==> src/rtl/crm_pkg.sv <==
// Constants and types shared by the clock reset mode control block
package crm_pkg;

    localparam int ADDR_W = 8;

    // Register byte addresses
    localparam logic [ADDR_W-1:0] CTRL_ADDR = 8'h00;
    localparam logic [ADDR_W-1:0] PIT_CTRL_ADDR = 8'h04;
    localparam logic [ADDR_W-1:0] WDT_CTRL_ADDR = 8'h08;
    localparam logic [ADDR_W-1:0] WDT_SVC_ADDR = 8'h0C;
    localparam logic [ADDR_W-1:0] STATUS_ADDR = 8'h10;

    // Status register field positions
    localparam int STAT_PIF_BIT = 0;
    localparam int STAT_SELF_CLOCK_INTERRUPT_FLAG_BIT = 1;
    localparam int STAT_SCM_BIT = 2;
    localparam int STAT_STANDBY_BIT = 3;
    localparam int STAT_CAUSE_LSB = 4;
    // Watchdog control field positions
    localparam int WDT_WIN_BIT = 7;

    // Watchdog service keys
    localparam logic [7:0] SVC_KEY_ARM = 8'h55;
    localparam logic [7:0] SVC_KEY_FIRE = 8'hAA;

    localparam logic [1:0] RESP_OKAY = 2'h0;
    localparam logic [1:0] RESP_SLVERR = 2'h2;

    // Timer period exponents: period = 2**(rate + base) core cycles
    localparam int WDT_BASE_EXP = 10;
    localparam int PIT_BASE_EXP = 8;
    localparam int CNT_W = 24;

    typedef struct packed {
        logic standby_reduced_osc_amplitude;
        logic standby_watchdog_off;
        logic standby_periodic_timer_off;
        logic standby_system_clock_off;
        logic standby_core_clock_off;
        logic standby_pll_off;
        logic periodic_pseudo_stop_enable;
        logic watchdog_pseudo_stop_enable;
        logic periodic_interrupt_enable;
        logic pll_clock_select;
        logic self_clock_interrupt_enable;
        logic self_clock_enable;
        logic clock_monitor_enable;
    } crm_ctrl_type;

    localparam crm_ctrl_type CTRL_RESET = 13'h0003;
    localparam logic [2:0] RATE_RESET = 3'h0;
    localparam logic WIN_RESET = 1'b0;

    typedef enum logic [1:0] {
        CAUSE_NONE = 2'h0,
        CAUSE_WATCHDOG = 2'h1,
        CAUSE_CLOCK_MONITOR = 2'h2
    } crm_cause_type;

    typedef enum logic [5:0] {
        SB_RUN = 6'h01,
        SB_PLL_DESEL = 6'h02,
        SB_PLL_OFF = 6'h04,
        SB_CORE_OFF = 6'h08,
        SB_SYS_OFF = 6'h10,
        SB_ACTIVE = 6'h20
    } crm_sb_type;

endpackage

==> src/rtl/crm_top.sv <==
// Clock reset mode control: watchdog, periodic timer, self clock, standby
//
// The AXI4-Lite register port and the placing of the registers were left to the implementer.
`timescale 1ns/1ps

module crm_top
    import crm_pkg::*;
#(
    parameter int WDT_BASE = WDT_BASE_EXP, // Watchdog period exponent
    parameter int PIT_BASE = PIT_BASE_EXP  // Periodic period exponent
)(
    input wire logic CORE_CLK, // 10 MHz core clock
    input wire logic ARST_N, // Asynchronous reset
    input wire logic [ADDR_W-1:0] S_AXI_AWADDR, // Write address
    input wire logic [2:0] S_AXI_AWPROT, // Unused protection
    input wire logic S_AXI_AWVALID, // Write address valid
    output logic S_AXI_AWREADY, // Write address ready
    input wire logic [31:0] S_AXI_WDATA, // Write data
    input wire logic [3:0] S_AXI_WSTRB, // Byte enables
    input wire logic S_AXI_WVALID, // Write data valid
    output logic S_AXI_WREADY, // Write data ready
    output logic [1:0] S_AXI_BRESP, // Write response
    output logic S_AXI_BVALID, // Write response valid
    input wire logic S_AXI_BREADY, // Write response ready
    input wire logic [ADDR_W-1:0] S_AXI_ARADDR, // Read address
    input wire logic [2:0] S_AXI_ARPROT, // Unused protection
    input wire logic S_AXI_ARVALID, // Read address valid
    output logic S_AXI_ARREADY, // Read address ready
    output logic [31:0] S_AXI_RDATA, // Read data
    output logic [1:0] S_AXI_RRESP, // Read response
    output logic S_AXI_RVALID, // Read valid
    input wire logic S_AXI_RREADY, // Read ready
    input wire logic STANDBY_REQ, // Core standby request level
    input wire logic CORE_WAKE, // Other wake interrupt from core
    input wire logic PSEUDO_STOP, // Device in pseudo-stop
    input wire logic OSC_FAIL, // Clock monitor fail, async
    input wire logic OSC_OK, // Quality checker oscillator good, async
    output logic SYS_RESET, // System reset pulse
    output logic [1:0] RESET_CAUSE, // Last internal reset cause
    output logic PIT_IRQ, // Periodic interrupt
    output logic SCM_IRQ, // Self clock interrupt
    output logic SELF_CLOCK_MODE, // Clocks from VCO minimum
    output logic PLL_SELECT, // System clock from PLL
    output logic PLL_ENABLE, // PLL powered
    output logic VOLTAGE_REGULATOR_ENABLE, // Regulator at full power
    output logic QC_START, // Start clock quality check pulse
    output logic CORE_CLK_EN, // Core clock gate
    output logic SYS_CLK_EN, // System clock gate
    output logic OSC_REDUCED, // Reduced oscillator amplitude
    output logic STANDBY_ACK // Standby active
);

    function automatic logic [CNT_W-1:0] period_of(input logic [2:0] rate,
                                                   input int base);
        period_of = {{(CNT_W-1){1'b0}}, 1'b1} << (5'(base) + {2'b00, rate});
    endfunction

    // Bus state
    logic bvalid, next_bvalid, rvalid, next_rvalid;
    logic [1:0] bresp, next_bresp, rresp, next_rresp;
    logic [31:0] rdata, next_rdata;
    // Core state
    crm_ctrl_type ctrl, next_ctrl;
    logic [2:0] pit_rate, next_pit_rate, wdt_rate, next_wdt_rate;
    logic wdt_win, next_wdt_win, wdt_armed, next_wdt_armed;
    logic [CNT_W-1:0] wdt_cnt, next_wdt_cnt, pit_cnt, next_pit_cnt;
    logic pif, next_pif, self_clock_interrupt_flag, next_self_clock_interrupt_flag, self_clock_mode, next_scm;
    logic sys_reset, next_sys_reset, qc_start, next_qc_start;
    crm_cause_type cause, next_cause;
    crm_sb_type sb, next_sb;
    // Registered clock controls
    logic pll_en, next_pll_en, voltage_regulator_en, next_voltage_regulator_en;
    logic core_en, next_core_en, sys_en, next_sys_en;
    logic osc_red, next_osc_red;
    // Synchronisers
    logic fail_meta, fail_sync, fail_prev, ok_meta, ok_sync;

    logic wr_fire, rd_fire, wr_mapped, rd_mapped, svc_wr;
    logic [31:0] wmask, ctrl_merged;
    logic [CNT_W-1:0] wdt_period, pit_period, wdt_window;
    logic wdt_run, pit_run, wdt_timeout, key_bad, early, pit_tick;
    logic fail_event, cm_reset, scm_entry, scm_exit, wake, any_reset;
    logic [31:0] status_word;

    assign wr_fire = S_AXI_AWVALID && S_AXI_WVALID && !bvalid;
    assign rd_fire = S_AXI_ARVALID && !rvalid;
    assign S_AXI_AWREADY = wr_fire;
    assign S_AXI_WREADY = wr_fire;
    assign S_AXI_ARREADY = !rvalid;
    assign S_AXI_BVALID = bvalid;
    assign S_AXI_BRESP = bresp;
    assign S_AXI_RVALID = rvalid;
    assign S_AXI_RRESP = rresp;
    assign S_AXI_RDATA = rdata;

    function automatic logic is_mapped(input logic [ADDR_W-1:0] a);
        is_mapped = (a == CTRL_ADDR) || (a == PIT_CTRL_ADDR)
            || (a == WDT_CTRL_ADDR) || (a == WDT_SVC_ADDR)
            || (a == STATUS_ADDR);
    endfunction

    assign wr_mapped = is_mapped(S_AXI_AWADDR);
    assign rd_mapped = is_mapped(S_AXI_ARADDR);
    assign wmask = {{8{S_AXI_WSTRB[3]}}, {8{S_AXI_WSTRB[2]}},
                    {8{S_AXI_WSTRB[1]}}, {8{S_AXI_WSTRB[0]}}};
    assign ctrl_merged = ({19'h0, ctrl} & ~wmask) | (S_AXI_WDATA & wmask);
    assign svc_wr = wr_fire && S_AXI_AWADDR == WDT_SVC_ADDR
        && S_AXI_WSTRB[0];

    assign status_word = {26'h0, cause, (sb == SB_ACTIVE), self_clock_mode, self_clock_interrupt_flag, pif};

    // Watchdog: rate zero stops, standby/pseudo-stop gating
    assign wdt_period = period_of(wdt_rate, WDT_BASE);
    assign wdt_window = wdt_period - (wdt_period >> 2);
    assign wdt_run = (wdt_rate != 3'h0)
        && !(sb == SB_ACTIVE && ctrl.standby_watchdog_off)
        && !(PSEUDO_STOP && !ctrl.watchdog_pseudo_stop_enable);
    assign wdt_timeout = wdt_run && wdt_cnt == wdt_period - 1'b1;
    assign key_bad = svc_wr && S_AXI_WDATA[7:0] != SVC_KEY_ARM
        && S_AXI_WDATA[7:0] != SVC_KEY_FIRE;
    // Early service in windowed mode; software must wait
    assign early = svc_wr && !key_bad && wdt_rate != 3'h0 && wdt_win
        && wdt_cnt < wdt_window;

    // Periodic timer
    assign pit_period = period_of(pit_rate, PIT_BASE);
    assign pit_run = (pit_rate != 3'h0)
        && !(sb == SB_ACTIVE && ctrl.standby_periodic_timer_off)
        && !(PSEUDO_STOP && !ctrl.periodic_pseudo_stop_enable);
    assign pit_tick = pit_run && pit_cnt == pit_period - 1'b1;

    // Clock monitor fail handling
    assign fail_event = fail_sync && !fail_prev && ctrl.clock_monitor_enable;
    assign cm_reset = fail_event && !ctrl.self_clock_enable;
    assign scm_entry = fail_event && ctrl.self_clock_enable && !self_clock_mode;
    assign scm_exit = self_clock_mode && ok_sync;
    assign any_reset = wdt_timeout || key_bad || early || cm_reset;

    assign PIT_IRQ = pif && ctrl.periodic_interrupt_enable;
    assign SCM_IRQ = self_clock_interrupt_flag && ctrl.self_clock_interrupt_enable;
    // Wake only on enabled interrupts; masked self clock flag stays asleep
    assign wake = PIT_IRQ || SCM_IRQ || CORE_WAKE;

    always_ff @(posedge CORE_CLK or negedge ARST_N)
    begin
        if (!ARST_N)
        begin
            fail_meta <= 1'b0;
            fail_sync <= 1'b0;
            fail_prev <= 1'b0;
            ok_meta <= 1'b0;
            ok_sync <= 1'b0;
        end
        else
        begin
            fail_meta <= OSC_FAIL;
            fail_sync <= fail_meta;
            fail_prev <= fail_sync;
            ok_meta <= OSC_OK;
            ok_sync <= ok_meta;
        end
    end

    // Bus slave next values
    always_comb
    begin
        next_bvalid = bvalid;
        next_bresp = bresp;
        next_rvalid = rvalid;
        next_rresp = rresp;
        next_rdata = rdata;
        if (bvalid && S_AXI_BREADY)
            next_bvalid = 1'b0;
        if (wr_fire)
        begin
            next_bvalid = 1'b1;
            next_bresp = wr_mapped ? RESP_OKAY : RESP_SLVERR;
        end
        if (rvalid && S_AXI_RREADY)
            next_rvalid = 1'b0;
        if (rd_fire)
        begin
            next_rvalid = 1'b1;
            next_rresp = rd_mapped ? RESP_OKAY : RESP_SLVERR;
            unique case (S_AXI_ARADDR)
                CTRL_ADDR: next_rdata = {19'h0, ctrl};
                PIT_CTRL_ADDR: next_rdata = {29'h0, pit_rate};
                WDT_CTRL_ADDR: next_rdata = {24'h0, wdt_win, 4'h0, wdt_rate};
                STATUS_ADDR: next_rdata = status_word;
                default: next_rdata = 32'h0;
            endcase
        end
    end

    always_ff @(posedge CORE_CLK or negedge ARST_N)
    begin
        if (!ARST_N)
        begin
            bvalid <= 1'b0;
            bresp <= RESP_OKAY;
            rvalid <= 1'b0;
            rresp <= RESP_OKAY;
            rdata <= 32'h0;
        end
        else
        begin
            bvalid <= next_bvalid;
            bresp <= next_bresp;
            rvalid <= next_rvalid;
            rresp <= next_rresp;
            rdata <= next_rdata;
        end
    end

    // Core state next values
    always_comb
    begin
        next_ctrl = ctrl;
        next_pit_rate = pit_rate;
        next_wdt_rate = wdt_rate;
        next_wdt_win = wdt_win;
        next_wdt_armed = wdt_armed;
        next_wdt_cnt = wdt_run ? wdt_cnt + 1'b1 : wdt_cnt;
        next_pit_cnt = pit_run ? pit_cnt + 1'b1 : pit_cnt;
        next_pif = pif;
        next_self_clock_interrupt_flag = self_clock_interrupt_flag;
        next_scm = self_clock_mode;
        next_sys_reset = 1'b0;
        next_qc_start = 1'b0;
        next_cause = cause;
        next_sb = sb;
        if (wr_fire && S_AXI_AWADDR == CTRL_ADDR)
            next_ctrl = crm_ctrl_type'(ctrl_merged[12:0]);
        if (wr_fire && S_AXI_AWADDR == PIT_CTRL_ADDR)
        begin
            if (S_AXI_WSTRB[0])
                next_pit_rate = S_AXI_WDATA[2:0];
            next_pit_cnt = '0;
        end
        else if (pit_tick)
            next_pit_cnt = '0;
        if (wr_fire && S_AXI_AWADDR == WDT_CTRL_ADDR && S_AXI_WSTRB[0])
        begin
            next_wdt_rate = S_AXI_WDATA[2:0];
            next_wdt_win = S_AXI_WDATA[WDT_WIN_BIT];
            next_wdt_cnt = '0;
            next_wdt_armed = 1'b0;
        end
        if (svc_wr && wdt_rate != 3'h0)
        begin
            if (S_AXI_WDATA[7:0] == SVC_KEY_ARM)
                next_wdt_armed = 1'b1;
            else if (S_AXI_WDATA[7:0] == SVC_KEY_FIRE && wdt_armed)
            begin
                next_wdt_armed = 1'b0;
                next_wdt_cnt = '0;
            end
        end
        // Hardware set wins over software clear
        if (wr_fire && S_AXI_AWADDR == STATUS_ADDR && S_AXI_WSTRB[0])
        begin
            if (S_AXI_WDATA[STAT_PIF_BIT])
                next_pif = 1'b0;
            if (S_AXI_WDATA[STAT_SELF_CLOCK_INTERRUPT_FLAG_BIT])
                next_self_clock_interrupt_flag = 1'b0;
        end
        if (pit_tick)
            next_pif = 1'b1;
        if (scm_entry)
        begin
            next_scm = 1'b1;
            next_self_clock_interrupt_flag = 1'b1;
            next_qc_start = 1'b1;
            next_ctrl.pll_clock_select = 1'b0;
        end
        if (scm_exit)
            next_scm = 1'b0;
        // Standby entry sequence and wake
        unique case (sb)
            SB_RUN:
                if (STANDBY_REQ)
                    next_sb = SB_PLL_DESEL;
            SB_PLL_DESEL:
            begin
                if (ctrl.standby_pll_off)
                    next_ctrl.pll_clock_select = 1'b0;
                next_sb = SB_PLL_OFF;
            end
            SB_PLL_OFF: next_sb = SB_CORE_OFF;
            SB_CORE_OFF: next_sb = SB_SYS_OFF;
            SB_SYS_OFF: next_sb = SB_ACTIVE;
            SB_ACTIVE: ;
        endcase
        // Select is left cleared on wake; software sets it again
        if (sb != SB_RUN && wake)
            next_sb = SB_RUN;
        if (any_reset)
        begin
            next_ctrl = CTRL_RESET;
            next_ctrl.self_clock_enable = CTRL_RESET.self_clock_enable
                || cm_reset;
            next_pit_rate = RATE_RESET;
            next_wdt_rate = RATE_RESET;
            next_wdt_win = WIN_RESET;
            next_wdt_armed = 1'b0;
            next_wdt_cnt = '0;
            next_pit_cnt = '0;
            next_pif = 1'b0;
            next_sb = SB_RUN;
            next_sys_reset = 1'b1;
            next_cause = cm_reset ? CAUSE_CLOCK_MONITOR : CAUSE_WATCHDOG;
        end
    end

    // External reset restores every setting at once
    always_ff @(posedge CORE_CLK or negedge ARST_N)
    begin
        if (!ARST_N)
        begin
            ctrl <= CTRL_RESET;
            pit_rate <= RATE_RESET;
            wdt_rate <= RATE_RESET;
            wdt_win <= WIN_RESET;
            wdt_armed <= 1'b0;
            wdt_cnt <= '0;
            pit_cnt <= '0;
            pif <= 1'b0;
            self_clock_interrupt_flag <= 1'b0;
            self_clock_mode <= 1'b0;
            sys_reset <= 1'b0;
            qc_start <= 1'b0;
            cause <= CAUSE_NONE;
            sb <= SB_RUN;
        end
        else
        begin
            ctrl <= next_ctrl;
            pit_rate <= next_pit_rate;
            wdt_rate <= next_wdt_rate;
            wdt_win <= next_wdt_win;
            wdt_armed <= next_wdt_armed;
            wdt_cnt <= next_wdt_cnt;
            pit_cnt <= next_pit_cnt;
            pif <= next_pif;
            self_clock_interrupt_flag <= next_self_clock_interrupt_flag;
            self_clock_mode <= next_scm;
            sys_reset <= next_sys_reset;
            qc_start <= next_qc_start;
            cause <= next_cause;
            sb <= next_sb;
        end
    end

    // Clock gating controls
    always_comb
    begin
        next_pll_en = self_clock_mode
            || !(ctrl.standby_pll_off
                 && (sb == SB_CORE_OFF || sb == SB_SYS_OFF
                     || sb == SB_ACTIVE));
        next_core_en = !((ctrl.standby_core_clock_off
                          || ctrl.standby_system_clock_off)
                         && (sb == SB_SYS_OFF || sb == SB_ACTIVE));
        next_sys_en = !(ctrl.standby_system_clock_off
                        && sb == SB_ACTIVE);
        next_osc_red = ctrl.standby_reduced_osc_amplitude
            && sb == SB_ACTIVE;
        next_voltage_regulator_en = self_clock_mode || !PSEUDO_STOP;
    end

    always_ff @(posedge CORE_CLK or negedge ARST_N)
    begin
        if (!ARST_N)
        begin
            pll_en <= 1'b1;
            core_en <= 1'b1;
            sys_en <= 1'b1;
            osc_red <= 1'b0;
            voltage_regulator_en <= 1'b1;
        end
        else
        begin
            pll_en <= next_pll_en;
            core_en <= next_core_en;
            sys_en <= next_sys_en;
            osc_red <= next_osc_red;
            voltage_regulator_en <= next_voltage_regulator_en;
        end
    end

    assign SYS_RESET = sys_reset;
    assign RESET_CAUSE = cause;
    assign SELF_CLOCK_MODE = self_clock_mode;
    assign PLL_SELECT = ctrl.pll_clock_select;
    assign PLL_ENABLE = pll_en;
    assign VOLTAGE_REGULATOR_ENABLE = voltage_regulator_en;
    assign QC_START = qc_start;
    assign CORE_CLK_EN = core_en;
    assign SYS_CLK_EN = sys_en;
    assign OSC_REDUCED = osc_red;
    assign STANDBY_ACK = (sb == SB_ACTIVE);
endmodule // crm_top

==> config.mk <==
export PLATFORM = sky130hd
export DESIGN_NAME = crm_top
export DESIGN_NICKNAME = d
export VERILOG_FILES = /design/src/rtl/crm_pkg.sv /design/src/rtl/crm_top.sv
export SDC_FILE = /design/constraint.sdc
export NUM_CORES = 1
export LEC_CHECK = 0
export ABC_AREA = 1
export BUFFER_PORTS_ARGS = -buffer_cell sky130_fd_sc_hd__buf_2
export CAP_MARGIN = 20
export CORE_MARGIN = 5
export CORE_UTILIZATION = 30
export DETAILED_ROUTE_END_ITERATION = 6
export GPL_TIMING_DRIVEN = 0
export PLACE_DENSITY = 0.54
export SLEW_MARGIN = 40
export SYNTH_ARGS = -nofsm -noshare
export SYNTH_HDL_FRONTEND = slang
export SYNTH_SLANG_ARGS = --single-unit
==> constraint.sdc <==
create_clock -name CORE_CLK -period 11.3 [get_ports CORE_CLK]
set_input_delay 2.26 -clock CORE_CLK [delete_from_list [all_inputs] [get_ports CORE_CLK]]
set_output_delay 2.26 -clock CORE_CLK [all_outputs]
set_load 0.03 [all_outputs]
==> results.tsv, run 1 <==
stage	metric	value	unit
sta	rsz0062_at_grt	false	
pwr	internal-power	0.000668	W
synth	yosysTopAreaCellShare	34.5	%
run_status	outcome	finished, final reports clean	
die	chipHeight	167	um
placement	dp_hpwl	17000	um
cts	clock_sinks	109	
sta	tightest_slew	0.695	ns
synth	synth_top_area_cell	dfrtp_1	
placement	dpl-instance-area	8320	um2
cts	cts-resized-gates	0	
synth	ys_warn_count	0	
placement	io_buffers	76	
routing	wl	21400	um
grt	antenna_found_initial	1	
sta	maxSlewViolCount	0	
grt	grt_max_degree	58	
worst_setup_path	critPathRequiredTime	9.04	ns
grt	overflow	0	
placement	globalplace.congestion	0.894	
placement	preCtsSetupSlack	6.05	ns
pwr	combPwrFrac	18.6	%
routing	avgRoutedWirePerCell	14.6	um
sta	hold_violations	0	
synth	synth_seq_area_share	37.0	%
worst_hold_path	whs_endpoint	fail_sync$_DFF_PN0_	
synth	avgSynthCellArea	7.25	um2
synth	synth_async_sr_flop_share	100	%
sta	fin_crit_sh	46.4	%
sta	skew	0.00893	ns
cts	cts_tree	done	
sta	setup-violations-final	0	
finish	drive_gt1_share	16.1	%
routing	vias_per_cell	4.60	
die	die_w	167	um
sta	fin_ws	6.05	ns
routing	drtIter0Drc	420	
sta	tns	0	ns
die	ios	125	
die	coreArea	24300	um2
worst_setup_path	crit_fanout	8	
synth	yosys.cell_count.top_type	nand2_1	
worst_hold_path	hold_path_depth	0	
worst_hold_path	hold_start	fail_meta$_DFF_PN0_	
synth	synthCells	1020	
routing	drcViolationCount	0	
sta	finalCriticalPeriod	5.25	ns
worst_setup_path	ff2ff_setup_slack	6.97	ns
finish	layout.nets	1235	
pwr	cellLeakagePower	4.25	nW
synth	synth_area_leaders	dfrtp_1 35%, nand2_1 13%, nor2_1 6.6%	
worst_hold_path	hold_class	reg2reg	
worst_setup_path	cp-end-kind	output pin	
sta	max-slew-margin-rel	53.4	%
worst_setup_path	startpoint_type	primary input	
cts	clock_latency	0.36	ns
synth	synth-seq-cells	109	
routing	dr.pass1.iters	5	
synth	synth_edf_count	0	
die	row_count	57	
job	maxCapViolations	0	
synth	yosysUniqueCellTypes	44	
die	initial_core_util	30.4	%
sta	fmax	0.191	GHz
cts	cts_buffers	9	
pwr	swShare	31.3	%
cts	clk_pin_slew	0.07	ns
routing	final_antenna_net_count	0	
finish	area_delta_synth_final	17.1	%
grt	first_global_vias	6439	
pwr	power.switching	0.000304	W
worst_setup_path	worstSetupPathType	in2out	
cts	cts_setup_buffers	0	
cts	cts-root-buf	clkbuf_16	
worst_setup_path	r2r-end	wdt_cnt[1]$_DFF_PN0_	
synth	netlist_area	7400	um2
worst_setup_path	regToRegStartpoint	wdt_rate[1]$_DFFE_PN0P_	
pwr	power	0.000973	W
synth	synth-main-ff-cell	dfrtp_1	
finish	design_area	8660	um2
die	die_area	27900	um2
cts	clock_path_buffers	2	
pwr	power_density	112	nW/um2
cts	ctsHtreeMaxLevel	3	
pwr	clockPowerShare	36.8	%
routing	vias	6718	
synth	synthTopCellsByCount	258 x nand2_1, 131 x nor2_1, 129 x inv_1	
pwr	peakVddDrop	0.0690	mV
worst_setup_path	cp.arrival	2.99	ns
pwr	power_frac_seq	44.6	%
cts	cts_hold_buf	0	
finish	final_core_util	35.6	%
grt	grt_usage	15.2	%
grt	grt_pass1_wl	34600	um
worst_setup_path	r2r_cells	29	
[critical path: stages]
cell and delay (ns):
buf_2 0.07, nand2_1 0.05, nor2_2 0.25, buf_4 0.17, buf_2 0.18
[flip-flops by register name (all words and copies together), names as in the netlist, 2 cells and up]
signal,count
ctrl,12
wdt_cnt,24
RESET_CAUSE,2
pit_rate,3
S_AXI_RDATA,13
sb,6
pit_cnt,24
wdt_rate,3
[routing by layer]
layer / part of all wire, % / wire length (um) / vias to the layer above / global-route usage, %
li1: - / - / 3456 / -
met5: 0 / 0 / - / 0
met4: 1.2 / 267 / 0 / 3.42
met1: 48 / 10300 / 3104 / 21.5
met2: 46 / 9890 / 142 / 24.6
met3: 4.2 / 903 / 16 / 2.44
[stage by stage]
step	std cells	hold WS, ns
floorplan	1043	0.331
CTS	1461	0.356
global route	1462	0.372
detailed placement	1445	0.339
global placement	1443	0.345
finish	1462	0.355
[worst max path at each step]
stage	start	to	slack, ns	cells after the start
3_3_place_gp	S_AXI_AWVALID	S_AXI_WREADY	6.06	5
2_1_floorplan	S_AXI_AWVALID	S_AXI_WREADY	6.09	3
4_1_cts	S_AXI_AWVALID	S_AXI_WREADY	6.05	5
3_5_place_dp	S_AXI_AWVALID	S_AXI_WREADY	6.05	5
6_report	S_AXI_AWVALID	S_AXI_WREADY	6.05	5
5_1_grt	S_AXI_WVALID	S_AXI_WREADY	5.99	5
[power groups by stage]
stage,sequential [W],combinational (W),clock (W)
finish,0.000434,0.000181,0.000358
floorplan,0.000443,0.000119,0
CTS,0.000434,0.000182,0.000370
global route,0.000437,0.000205,0.000382
global placement,0.000441,0.000177,0
detailed placement,0.000441,0.000182,0
[cells by family (layout without fill, tap and decap cells)]
group | count (synthesis) | in the layout | synth area share [%]
AOI/OAI and AO/OA | 117 | 117 | 9.64
xor gates and xnor gates | 38 | 38 | 4.50
adders and majority gates | 33 | 33 | 5.58
buffers and inverters | 178 | 272 | 10.8
DFF | 109 | 109 | 37.0
other | 2 | 26 | 0.102
and+or+nand+nor | 543 | 543 | 32.4
[cells in the final DEF, fill, tap and decap left out, types with 3 or more instances in the layout]
master and instances:
nand2_1 258, nor2_1 131, inv_1 129, dfrtp_1 102, buf_2 81, nand3_1 56
o21ai_0 38, ha_1 33, nand4_1 31, a21oi_1 27, nor3_1 26, xor2_1 26
conb_1 25, buf_4 23, a21oi_2 15, xnor2_1 12, clkbuf_1 10, o22ai_1 10
clkbuf_16 9, o31ai_1 8, or2_2 8, dfstp_2 7, nor4_1 6, o211ai_1 6
nor2_2 5, buf_6 5, inv_2 4, o21ai_1 4, nand3b_1 4, nand2_2 3
o21a_1 3, nor2_4 3, nor3_4 3
[cell type report]
class                   instances  area [um2]
diodes                          1        2.50
clock inverters                 7         109
flip-flops and latches        109        2740
inverters                     135         509
well taps                     324         405
repair buffers                 78         425
clock buffers                   9         225
fillers                      2611       15700
multi-input cells             756        3960
plain buffers                  43         289
(Power assumes the default switching activity.)
==> run 2, diff against run 1 <==
- PLACE_DENSITY: 0.54 -> 0.56
- clock period: 11.3 -> 4.8 ns (I/O delays scaled with it)
==> results.tsv, run 2 (synthesis gave the netlist of run 1 again) <==
stage	metric	value	unit
sta	hold_violations	0	
die	chipHeight	167	um
finish	layout.nets	1234	
finish	final_core_util	35.4	%
sta	rsz0062_at_grt	false	
sta	fmax	0.235	GHz
finish	area_delta_synth_final	16.3	%
grt	grt_pass1_wl	34900	um
worst_setup_path	slowest_stage	dfrtp_1	
placement	dp_cells	1444	
sta	skew	0.0133	ns
worst_setup_path	cp-end-kind	register	
finish	final-instance-count-excl-fill	1461	
cts	cts_buffers	9	
cts	cts_setup_buffers	0	
placement	io_buffers	76	
cts	clock_path_buffers	2	
worst_setup_path	cp.arrival	4.50	ns
sta	fin_crit_sh	88.6	%
pwr	power_density	256	nW/um2
grt	grt_max_degree	68	
cts	cts_tree	done	
sta	tightest_slew	0.665	ns
pwr	cellLeakagePower	4.23	nW
worst_setup_path	cpMostUsedCell	nand2_1	
worst_setup_path	critPathRequiredTime	5.05	ns
run_status	outcome	finished, final reports clean	
worst_setup_path	regToRegStartpoint	wdt_rate[2]$_DFFE_PN0P_	
placement	dp_hpwl	16400	um
cts	cts-resized-gates	0	
grt	overflow	0	
routing	dr.pass1.iters	5	
placement	dpl-instance-area	8310	um2
cts	clock_latency	0.37	ns
routing	maxUsedRoutingLayer	met5	
sta	finalCriticalPeriod	4.25	ns
routing	final_antenna_net_count	0	
worst_setup_path	r2r-end	pit_cnt[9]$_DFFE_PN0P_	
sta	max-slew-margin-rel	55.3	%
worst_setup_path	crit_fanout	10	
cts	clk_pin_slew	0.08	ns
pwr	peakVddDrop	0.136	mV
worst_setup_path	worstSetupPathType	reg2reg	
routing	wl	20900	um
routing	vias_per_cell	4.64	
worst_setup_path	startpoint_type	register	
finish	final_cell_mix	258 x nand2_1, 131 x nor2_1, 129 x inv_1	
die	row_count	57	
routing	wl_met1	9780	um
cts	cts-root-buf	clkbuf_16	
worst_setup_path	startpoint	wdt_rate[2]$_DFFE_PN0P_	
worst_hold_path	hold_class	reg2reg	
grt	grt_usage	15.2	%
die	ios	125	
die	die_area	27900	um2
cts	clock_sinks	109	
die	initial_core_util	30.4	%
die	coreArea	24300	um2
routing	routed-wl-met3	932	um
routing	vias	6786	
worst_setup_path	ff2ff_setup_slack	0.55	ns
sta	setup-violations-final	0	
cts	ctsHtreeMaxLevel	3	
job	maxCapViolations	0	
routing	drcViolationCount	0	
sta	tns	0	ns
finish	layout.cells.most_common	nand2_1	
placement	globalplace.congestion	0.879	
routing	routed-wl-met2	9990	um
worst_setup_path	max_stage_delay	0.53	ns
cts	cts_hold_buf	0	
routing	avgRoutedWirePerCell	14.3	um
worst_setup_path	endpoint	pit_cnt[9]$_DFFE_PN0P_	
finish	drive_gt1_share	16.0	%
finish	fillers	2577	
grt	antenna_found_initial	4	
finish	design_area	8610	um2
grt	first_global_vias	6645	
sta	maxSlewViolCount	0	
worst_setup_path	r2r_cells	30	
routing	drtIter0Drc	425	
die	die_w	167	um
run 2: layer usage:
layer	GRT usage, %	up-vias
met5	0	-
li1	-	3453
met4	2.38	6
met1	20.8	3164
met3	2.75	22
met2	25.6	141
run 2: worst min path at each step:
stage	from	endpoint	slack (ns)	cells after the start
3_3_place_gp	ok_meta$_DFF_PN0_	ok_sync$_DFF_PN0_	0.36	0
4_1_cts	ok_meta$_DFF_PN0_	ok_sync$_DFF_PN0_	0.38	0
3_5_place_dp	ok_meta$_DFF_PN0_	ok_sync$_DFF_PN0_	0.36	0
6_report	ok_meta$_DFF_PN0_	ok_sync$_DFF_PN0_	0.37	0
5_1_grt	ok_meta$_DFF_PN0_	ok_sync$_DFF_PN0_	0.39	0
2_1_floorplan	fail_meta$_DFF_PN0_	fail_sync$_DFF_PN0_	0.33	0
run 2: stage by stage:
step / hold slack (ns) / total power, W / worst slack (ns)
3_3_place_gp: 0.361 / 0.00145 / 0.519
4_1_cts: 0.379 / 0.00223 / 0.407
6_report: 0.374 / 0.00220 / 0.545
3_5_place_dp: 0.360 / 0.00146 / 0.434
2_1_floorplan: 0.331 / 0.00132 / 1.16
5_1_grt: 0.392 / 0.00232 / 0.0594
run 2: where the power goes:
| group | internal, W | total, W | leakage (nW) | switching, W |
|---|---|---|---|---|
| registers | 0.000969 | 0.00102 | 1.46 | 0.0000536 |
| clock network | 0.000365 | 0.000757 | 0.137 | 0.000392 |
| logic | 0.000139 | 0.000426 | 2.63 | 0.000286 |
run 2: cell type report:
type,count,area (um2),area share (%)
Clock inverter,6,56.3,0.654
Buffer,43,289,3.36
Antenna cell,1,2.50,0.0291
Clock buffer,10,229,2.66
Timing Repair Buffer,77,418,4.86
Multi-Input combinational cell,756,3960,46.0
Inverter,135,509,5.92
Sequential cell,109,2740,31.8
Tap cell,324,405,4.71
run 2: worst max-delay path, delay by kind of cell, from the launching register on:
kind / cells / cell delay, ns
fa+ha+maj: 3 / 0.82
compound gates: 5 / 0.51
buf+inv: 5 / 0.66
simple gates: 17 / 1.62
flops: 1 / 0.53
